===== src/design/hsir_pkg.sv =====
package hsir_pkg;

    // ****************************************
    // Register map
    // ****************************************
    localparam logic [7:0] HSIR_ADDR_SOFT_RESET = 8'h00; // soft_reset_trigger
    localparam logic [7:0] HSIR_ADDR_STATUS     = 8'h01; // live_condition_status
    localparam logic [7:0] HSIR_ADDR_FLAGS      = 8'h02; // latched_event_flags
    localparam logic [7:0] HSIR_ADDR_MASKS      = 8'h03; // event_pin_masks

    // ****************************************
    // Field positions and values
    // ****************************************
    localparam int         HSIR_BIT_DONE  = 0;
    localparam int         HSIR_BIT_OTEMP = 1;
    localparam int         HSIR_BIT_OCUR  = 2;
    localparam int         HSIR_BIT_AFULL = 3;
    localparam int         HSIR_BIT_AEMPT = 4;
    localparam int         HSIR_BIT_UVOLT = 5;
    localparam int         HSIR_NUM_EVT   = 6;

    localparam logic [7:0] HSIR_SOFTWARE_RESET_CODE = 8'hAA;
    localparam logic [5:0] HSIR_FLAG_RESET          = 6'h10;
    localparam logic [7:0] HSIR_MASK_RESET          = 8'hFF;

    typedef struct packed {
        logic       wr;    // Write strobe, one cycle
        logic       rd;    // Read strobe, one cycle
        logic [7:0] addr;  // Register address
        logic [7:0] wdata; // Write data
    } hsir_req_t;

endpackage


===== src/design/hsir_evt_if.sv =====
`timescale 1ns/10ps
`default_nettype none

// Carries live status to the flag latch and the latched flags back
interface hsir_evt_if;
    import hsir_pkg::*;
    logic [HSIR_NUM_EVT-1:0] status;
    logic                    clr;
    logic                    soft_rst;
    logic [HSIR_NUM_EVT-1:0] flags;
    modport ctrl (output status, output clr, output soft_rst, input flags);
    modport latch(input status, input clr, input soft_rst, output flags);
endinterface

`default_nettype wire


===== src/design/hsir_flag_latch.sv =====
`timescale 1ns/10ps
`default_nettype none

module hsir_flag_latch (
    input  wire logic  clk,   // Core clock
    input  wire logic  rst_n, // Async reset, active low
    hsir_evt_if.latch  evt    // Status in, flags out
);
    import hsir_pkg::*;

    logic [HSIR_NUM_EVT-1:0] flag_r;
    logic [HSIR_NUM_EVT-1:0] flag_nxt;

    // ****************************************
    // Sticky flags, one per status bit
    // ****************************************
    genvar g;
    generate
        for (g = 0; g < HSIR_NUM_EVT; g++) begin : g_flag
            // Set wins over the read clear so no event is lost
            always_comb begin
                if (evt.soft_rst) begin
                    flag_nxt[g] = HSIR_FLAG_RESET[g];
                end else if (evt.status[g]) begin
                    flag_nxt[g] = 1'b1;
                end else if (evt.clr) begin
                    flag_nxt[g] = 1'b0;
                end else begin
                    flag_nxt[g] = flag_r[g];
                end
            end
        end
    endgenerate

    // Register the flags
    always_ff @(posedge clk or negedge rst_n) begin
        if (!rst_n) begin
            flag_r <= HSIR_FLAG_RESET;
        end else begin
            flag_r <= flag_nxt;
        end
    end

    assign evt.flags = flag_r;

    AST_SET_WINS: assert property (@(posedge clk) disable iff (!rst_n)
        (evt.clr && !evt.soft_rst && evt.status[HSIR_BIT_UVOLT])
        |=> flag_r[HSIR_BIT_UVOLT])
        else $error("event lost during flag read");

endmodule

`default_nettype wire


===== src/design/hsir_regs.sv =====
// Functional notes
// Writing AA to the reset register restores all configuration defaults.
// Status bit 5 shows battery under-voltage live.
// Status bit 2 shows over-current live, resets to 0.
// Status bit 1 shows over-temperature live, resets to 0.
// Status bit 0 shows playback finished, resets to 0.
// Host never writes reserved registers.
// Flags latch status since last read; reading clears; bits 7:6 unused.
// Flag 4 latches almost-empty; status and flag reset to 1.
// Flag 3 latches almost-full; status and flag reset to 0.
// Flag 5 latches any under-voltage since last read.
// Flag 0 latches any playback-finished since last read.
// Flag 2 latches any over-current since last read.
// Flag 1 latches any over-temperature since last read.
// Mask 5 gates under-voltage flag onto interrupt pin; resets to 1.
// Mask 4 gates almost-empty flag; resets 1; mask bits 7:6 reset 3.
// Mask 3 gates almost-full flag; resets to 1.
// Masks 2,1,0 gate over-current, over-temp, done flags; reset 1.
// Interrupt low while any flag set with its mask clear.
// Event in the read cycle stays set while older flags clear.
`timescale 1ns/10ps
`default_nettype none

module hsir_regs
    import hsir_pkg::*;
(
    input  wire logic            ref_clk,                    // Core clock, 100 MHz
    input  wire logic            rst_n,                      // Async reset, active low
    input  wire hsir_pkg::hsir_req_t req,                    // Register bus request
    output logic [7:0]           rdata,                      // Read data, registered
    output logic                 rvalid,                     // Read data valid pulse
    input  wire logic            undervoltage_status,        // Battery below 2.7 V
    input  wire logic            buffer_almost_empty_status, // Stream buffer nearly empty
    input  wire logic            buffer_almost_full_status,  // Stream buffer nearly full
    input  wire logic            overcurrent_status,         // Over-current present
    input  wire logic            overtemp_status,            // Over-temperature present
    input  wire logic            playback_done_status,       // Playback finished
    output logic                 soft_reset_pulse,           // Config reset pulse to other blocks
    output logic                 irq_out_low                 // Interrupt, active low
);
    import hsir_pkg::*;

    hsir_evt_if evt ();

    logic [7:0] mask_r;
    logic [7:0] mask_nxt;
    logic [7:0] rdata_r;
    logic [7:0] rdata_nxt;
    logic       rvalid_r;
    logic       rvalid_nxt;
    logic       srst_r;
    logic       srst_nxt;
    logic       irq_n_r;
    logic       irq_n_nxt;
    logic [5:0] status_w;
    logic       soft_hit;

    // ****************************************
    // Live status collection
    // ****************************************
    always_comb begin
        status_w                 = '0;
        status_w[HSIR_BIT_UVOLT] = undervoltage_status;
        status_w[HSIR_BIT_AEMPT] = buffer_almost_empty_status;
        status_w[HSIR_BIT_AFULL] = buffer_almost_full_status;
        status_w[HSIR_BIT_OCUR]  = overcurrent_status;
        status_w[HSIR_BIT_OTEMP] = overtemp_status;
        status_w[HSIR_BIT_DONE]  = playback_done_status;
    end

    // Soft reset only on the exact code; other values are ignored
    assign soft_hit     = req.wr && (req.addr == HSIR_ADDR_SOFT_RESET)
                          && (req.wdata == HSIR_SOFTWARE_RESET_CODE);
    assign evt.status   = status_w;
    assign evt.clr      = req.rd && (req.addr == HSIR_ADDR_FLAGS);
    assign evt.soft_rst = soft_hit;

    hsir_flag_latch u_latch (
        .clk   (ref_clk),
        .rst_n (rst_n),
        .evt   (evt)
    );

    // ****************************************
    // Register access next state
    // ****************************************
    always_comb begin
        mask_nxt   = mask_r;
        rdata_nxt  = rdata_r;
        rvalid_nxt = 1'b0;
        srst_nxt   = soft_hit;
        if (soft_hit) begin
            mask_nxt = HSIR_MASK_RESET;
        end else if (req.wr && req.addr == HSIR_ADDR_MASKS) begin
            mask_nxt = req.wdata;
        end
        // Writes to status or flags have no effect; host must not rely on it
        if (req.rd) begin
            rvalid_nxt = 1'b1;
            case (req.addr)
                HSIR_ADDR_STATUS: rdata_nxt = {2'b00, status_w};
                HSIR_ADDR_FLAGS:  rdata_nxt = {2'b00, evt.flags};
                HSIR_ADDR_MASKS:  rdata_nxt = mask_r;
                default:          rdata_nxt = 8'h00; // Reset reg is write-only
            endcase
        end
    end

    // ****************************************
    // Interrupt pin
    // ****************************************
    // Uses registered flags so the pin follows the latch by one cycle
    always_comb begin
        irq_n_nxt = ~|(evt.flags & ~mask_r[5:0]);
    end

    // Registers
    always_ff @(posedge ref_clk or negedge rst_n) begin
        if (!rst_n) begin
            mask_r   <= HSIR_MASK_RESET;
            rdata_r  <= 8'h00;
            rvalid_r <= 1'b0;
            srst_r   <= 1'b0;
            irq_n_r  <= 1'b1;
        end else begin
            mask_r   <= mask_nxt;
            rdata_r  <= rdata_nxt;
            rvalid_r <= rvalid_nxt;
            srst_r   <= srst_nxt;
            irq_n_r  <= irq_n_nxt;
        end
    end

    assign rdata            = rdata_r;
    assign rvalid           = rvalid_r;
    assign soft_reset_pulse = srst_r;
    assign irq_out_low      = irq_n_r;

    // ****************************************
    // Checks
    // ****************************************
    AST_SOFT_RESET: assert property (@(posedge ref_clk) disable iff (!rst_n)
        soft_hit |=> (mask_r == HSIR_MASK_RESET) && soft_reset_pulse)
        else $error("soft reset did not restore masks");
    AST_IRQ: assert property (@(posedge ref_clk) disable iff (!rst_n)
        (|(evt.flags & ~mask_r[5:0])) |=> !irq_out_low)
        else $error("interrupt not asserted");
    AST_IRQ_REL: assert property (@(posedge ref_clk) disable iff (!rst_n)
        !(|(evt.flags & ~mask_r[5:0])) |=> irq_out_low)
        else $error("interrupt not released");
    AST_FLAG_CLR: assert property (@(posedge ref_clk) disable iff (!rst_n)
        (evt.clr && !soft_hit && status_w == 6'h00) |=> evt.flags == 6'h00)
        else $error("flag read did not clear");
    AST_FLAG_SET: assert property (@(posedge ref_clk) disable iff (!rst_n)
        (overcurrent_status && !soft_hit) |=> evt.flags[HSIR_BIT_OCUR])
        else $error("over-current not latched");
    AST_STATUS_RD: assert property (@(posedge ref_clk) disable iff (!rst_n)
        (req.rd && req.addr == HSIR_ADDR_STATUS)
        |=> rvalid && rdata == {2'b00, $past(status_w)})
        else $error("status read mismatch");
    AST_MASK_WR: assert property (@(posedge ref_clk) disable iff (!rst_n)
        (req.wr && req.addr == HSIR_ADDR_MASKS) |=> mask_r == $past(req.wdata))
        else $error("mask write lost");
    AST_MASKED: assert property (@(posedge ref_clk) disable iff (!rst_n)
        (&mask_r[5:0]) |=> irq_out_low)
        else $error("masked flag drove interrupt");

    COV_IRQ:   cover property (@(posedge ref_clk) disable iff (!rst_n) $fell(irq_out_low));
    COV_SRST:  cover property (@(posedge ref_clk) disable iff (!rst_n) soft_hit);
    COV_RACE:  cover property (@(posedge ref_clk) disable iff (!rst_n) evt.clr && |status_w);

endmodule

`default_nettype wire


===== config.mk =====
export PLATFORM = sky130hd
export DESIGN_NAME = hsir_regs
export DESIGN_NICKNAME = d
export VERILOG_FILES = /design/src/design/hsir_pkg.sv /design/src/design/hsir_evt_if.sv /design/src/design/hsir_flag_latch.sv /design/src/design/hsir_regs.sv
export SDC_FILE = /design/constraint.sdc
export NUM_CORES = 1
export LEC_CHECK = 0
export BUFFER_PORTS_ARGS = -buffer_cell sky130_fd_sc_hd__buf_2
export CAP_MARGIN = 15
export CORE_ASPECT_RATIO = 1.4
export CORE_MARGIN = 4
export CORE_UTILIZATION = 51
export CTS_CLUSTER_SIZE = 40
export DETAILED_ROUTE_END_ITERATION = 12
export GPL_ROUTABILITY_DRIVEN = 0
export GPL_TIMING_DRIVEN = 0
export PLACE_DENSITY = 0.88
export SKIP_LAST_GASP = 1
export SLEW_MARGIN = 30
export SYNTH_ARGS = -nofsm -noshare
export SYNTH_HDL_FRONTEND = slang
export SYNTH_SLANG_ARGS = --single-unit

===== constraint.sdc =====
create_clock -name ref_clk -period 2.55 [get_ports ref_clk]
set_input_delay 0.3825 -clock ref_clk [delete_from_list [all_inputs] [get_ports ref_clk]]
set_output_delay 0.3825 -clock ref_clk [all_outputs]
set_load 0.02 [all_outputs]

## Word-level counts from Yosys, hierarchy flattened

Index checks and enable logic that the tools add are counted.
Widths: inputs -> output; s select.

- Output and inout port bits: 11
- Logic and storage cells: 48
- Register bits: 25

- Reductions and logical operators: 14
- Equality and inequality tests: 4
- Multiplexer cells: 17
- Bitwise gates (word level): 2

Operators with widths:

| kind | number |
|---|---|
| $pmux 8 s3 | 1 |
| $reduce_bool 3->1 | 6 |
| $eq 8x2->1 const B | 2 |
| $mux 8 | 2 |
| $mux 1 | 14 |
| $eq 8x1->1 const B | 1 |
| $eq 8x8->1 const B | 1 |
| $logic_not 8->1 | 1 |
| $and 6x6->6 | 1 |
| $not 6->6 | 1 |
| $reduce_or 6->1 | 1 |
| $logic_and 1x1->1 | 4 |
| $reduce_bool 2->1 | 1 |
| $logic_not 1->1 | 1 |

## Depth between registers and ports, before layout

- Depth after elaboration: 5
- Gate-level depth with buffers: 6
- Mapped depth without buffers: 4

## By module

Synthesis repeated with hierarchy kept, for this count alone.

- Cell total of the unflattened synthesis: 124
- Area total of the unflattened synthesis: 1207.4 µm²

Modules (own cells, without submodules):

| module | seq. area each (µm²) | area each (µm²) | times used | cells an instance |
|---|---|---|---|---|
| hsir_regs | 486.7 | 968.4 | 1 | 100 |
| hsir_flag_latch | 151.4 | 239.0 | 1 | 24 |

## Least setup slack after synthesis

Ideal clock, no wire load.

- Path type: input port to flip-flop
- Start: in req[13] in the netlist's numbering
- End: reg mask_r[6]
- Required time: 2490 ps
- Slack: 1086 ps
- Arrival time: 1404 ps
- Stages on the path: 5
- Setup time: 60 ps
- Cell sequence: nor4_4 nand2_2 or3_1 buf_2 nand2_1

- Cells in the longest elaborated chain, start to end: 4
- Elaborated cells between the ends (all ways): 7

Ends and longest elaborated chain:

| what | RTL line | source |
|---|---|---|
| start: declaration | hsir_regs.sv:29 | `input wire hsir_pkg::hsir_req_t req,` |
| $logic_not 8->1 | hsir_regs.sv:72 | `assign soft_hit = req.wr && (req.addr == HSIR_ADDR_SOFT_RESET)` |
| $logic_and 1x1->1 | hsir_regs.sv:72 |  |
| $logic_and 1x1->1 | hsir_regs.sv:73 | `&& (req.wdata == HSIR_SOFTWARE_RESET_CODE);` |
| $mux 8 / $reduce_bool 2->1 (equally long branches) | -- |  |
| end signal: assignment | hsir_regs.sv:126 | `mask_r <= mask_nxt;` |
| end: declaration | hsir_regs.sv:45 | `logic [7:0] mask_r;` |

Several ways; a longest one is shown, not always the timed one.
A chain may end at the register's enable or synchronous reset.

## Worst setup path in the final report

- Start: in req[13] in the netlist's numbering
- End: reg mask_r[3]

The elaborated chain is that of the path after synthesis.

==> results.cfg <==
[clock_tree]
tritoncts = built
htreeDepth = 1
clockBufferDepth = 2
cts_sinks = 25
clk_root_buffer_cell = sky130_fd_sc_hd__clkbuf_4
cts_resized = 0
cts_setup_buffers = 0
clk_pin_slew_ps = 130
insertion_delay_ps = 310
cts_made_buffers = 3
cts_hold_buffers = 0

[timing]
final_period_minus_worst_setup_slack_ps = 1430
finalSetupViolations = 0
max-slew-margin-rel_pct = 64.3
setup_total_negative_slack_ps = 0
grt_setup_unrepaired = false
min_period_over_period_pct = 55.9
hold_viol = 0
finalWorstSetupSlack_ps = 1120
slew_viol_final = 0
fmax_ghz = 0.701
finClkSkew_ps = 6.54
max_slew.worst_pin.slew_ps = 535

[setup_path]
critical_path.max_fanout = 8
worstReg2RegStart = mask_r[2]
crit_path_start_kind = input pin
crit_path_start = req[13]
reg2reg_depth = 3
critPathCaptureType = flop
critPathKind = input pin to flop
required_ps = 2800
worstReg2RegEnd = rdata[2]
ff2ff_setup_slack_ps = 1510
cp.arrival_ps = 1680
critPathCapture = mask_r[3]

[floorplan]
initial_utilization_pct = 54.1
fp.dieH_um = 65.2
placementRows = 20
floorplan.die_area_sq_mm = 0.00319
num_io_pins = 37
core_sq_mm = 0.00220
die_width_um = 48.9

[drt]
vias = 960
drt_iter0_markers = 24
antenna_left = 0
drc = 0
drt_first_pass_iters = 4
routed_wl_mm = 2.59
avgRoutedWirePerCell_um = 15.1
via_per_inst = 5.58

[layout]
synthToLayoutAreaGrowth_pct = 18.8
final_net_count = 177
drive_above_1_share_pct = 40.0
antennaDiodeCount = 0
layout.cells.most_common_list = sky130_fd_sc_hd__buf_2, sky130_fd_sc_hd__dfrtp_1, sky130_fd_sc_hd__inv_1
mostFrequentLayoutCell = sky130_fd_sc_hd__buf_2

[job]
drv.max_cap_violation_count = 0

[place]
io_buffer_count = 34
pre_cts_slack_ps = 809
dp_hpwl_mm = 2.05

[global_routing]
grt_pass1_vias = 1042
total_routing_usage_gr_pct = 16.8
grt_start_max_net_pins = 26
grt_antenna_before_repair = 0
final_global_route_overflow_total = 0
grt_pass1_wl_mm = 4.26

[synthesis]
synthesis.area_sq_mm = 0.00119
postSynthCellCount = 112
synth_top_area_share_pct = 31.5
yosys_warnings = 0
ys_ff_latch = 25
yosys.area.top_type = sky130_fd_sc_hd__dfrtp_1
seq_area_frac_synth_pct = 53.5
syn_area_per_cell_sq_um = 10.6
synth_area_leaders = sky130_fd_sc_hd__dfrtp_1, sky130_fd_sc_hd__dfstp_2, sky130_fd_sc_hd__mux2i_1
synth.lib_cells_used.distinct = 26
postSynthNetCount = 138

[power]
total_leakage_power_nw = 0.756
peakVddDrop_uv = 328
pwr_density_cell_mw_per_mm2 = 467

[worst_hold_path]
min-delay-path-class = input pin to async pin

[outcome]
result_of_the_run = finished clean
-- synth_stat cells --
cell,number
sky130_fd_sc_hd__a211o_1,1
sky130_fd_sc_hd__nand3_1,1
sky130_fd_sc_hd__o22ai_1,11
sky130_fd_sc_hd__nor4bb_1,1
sky130_fd_sc_hd__and2_1,1
sky130_fd_sc_hd__buf_2,3
sky130_fd_sc_hd__clkbuf_1,2
sky130_fd_sc_hd__nor2b_1,1
sky130_fd_sc_hd__nand2_2,1
sky130_fd_sc_hd__nand4_2,1
sky130_fd_sc_hd__mux2_2,6
sky130_fd_sc_hd__a21oi_1,5
sky130_fd_sc_hd__a22oi_1,6
sky130_fd_sc_hd__nor4_4,1
sky130_fd_sc_hd__nand4b_1,2
sky130_fd_sc_hd__mux2i_1,8
sky130_fd_sc_hd__nand2_1,10
sky130_fd_sc_hd__nor2_1,7
sky130_fd_sc_hd__nand3b_1,1
sky130_fd_sc_hd__nor3_1,1
sky130_fd_sc_hd__dfrtp_1,15
sky130_fd_sc_hd__or3_1,1
sky130_fd_sc_hd__dfstp_2,10
sky130_fd_sc_hd__inv_1,14
sky130_fd_sc_hd__nand4_1,1
sky130_fd_sc_hd__nor3_2,1
-- critical path, stage by stage --
cell and delay (ps):
sky130_fd_sc_hd__buf_2 120, sky130_fd_sc_hd__nor4_4 430, sky130_fd_sc_hd__nand4_2 390, sky130_fd_sc_hd__mux2i_1 280, sky130_fd_sc_hd__nand2_1 80
-- power by group --
| group | total, mW | switching, mW | internal, mW |
|---|---|---|---|
| Combinational | 0.0743 | 0.0402 | 0.0340 |
| Clock | 0.173 | 0.112 | 0.0611 |
| Sequential | 0.415 | 0.00568 | 0.409 |
-- per-stage QoR --
step | hold slack, ps | power [mW] | cells | utilization (%) | cell area (sq um)
finish | 25.7 | 0.662 | 172 | 64.3 | 1420
global route | 54.2 | 0.696 | 172 | 64.3 | 1420
CTS | 44.0 | 0.665 | 172 | 64.3 | 1420
detailed placement | 391 | 0.496 | 168 | 63.1 | 1390
global placement | 381 | 0.493 | 168 | 63.1 | 1390
floorplan | 86.9 | 0.456 | 112 | - | 1190
-- flip-flops by register name (all words and copies together) (netlist names) --
register,flops
irq_out_low,1
mask_r,8
rdata,8
rvalid,1
soft_reset_pulse,1
u_latch.evt.flags,6
-- worst min-delay path by stage --
stage | from | end | slack, ps | depth (start not counted)
after floorplan | rst_n | rdata[0] | 90 | 0
after global placement | rst_n | rdata[3] | 380 | 1
after detailed placement | rst_n | rdata[4] | 390 | 1
after CTS | rst_n | rdata[4] | 40 | 1
after global routing | rst_n | rdata[0] | 50 | 1
final | rst_n | rdata[4] | 30 | 1
-- per-layer routing --
layer,part of all wire [%],GRT usage (%),up-vias
met5,0,0,-
met4,2.7,7.07,0
met3,5.6,4.31,7
met2,53,31.5,28
met1,38,17.1,457
li1,-,-,468
-- logic make-up (layout without fill, tap and decap cells) --
group | count (synthesis) | count (layout) | share of synthesized area (%)
AO/OA/AOI/OAI | 23 | 23 | 12.4
buffers and inverters | 19 | 57 | 6.30
flip-flops | 25 | 25 | 53.5
multiplexers | 14 | 14 | 12.4
AND/OR/NAND/NOR | 31 | 31 | 15.4
-- layout make-up --
| cell class | instances | area, sq um |
|---|---|---|
| Timing Repair Buffer | 34 | 170 |
| Multi-Input combinational cell | 68 | 479 |
| Clock buffer | 4 | 26.3 |
| Buffer | 5 | 22.5 |
| Sequential cell | 25 | 638 |
| Inverter | 14 | 52.6 |
| Fill cell | 182 | 786 |
| Tap cell | 22 | 27.5 |
No activity file was read; power rests on OpenSTA's default activity.
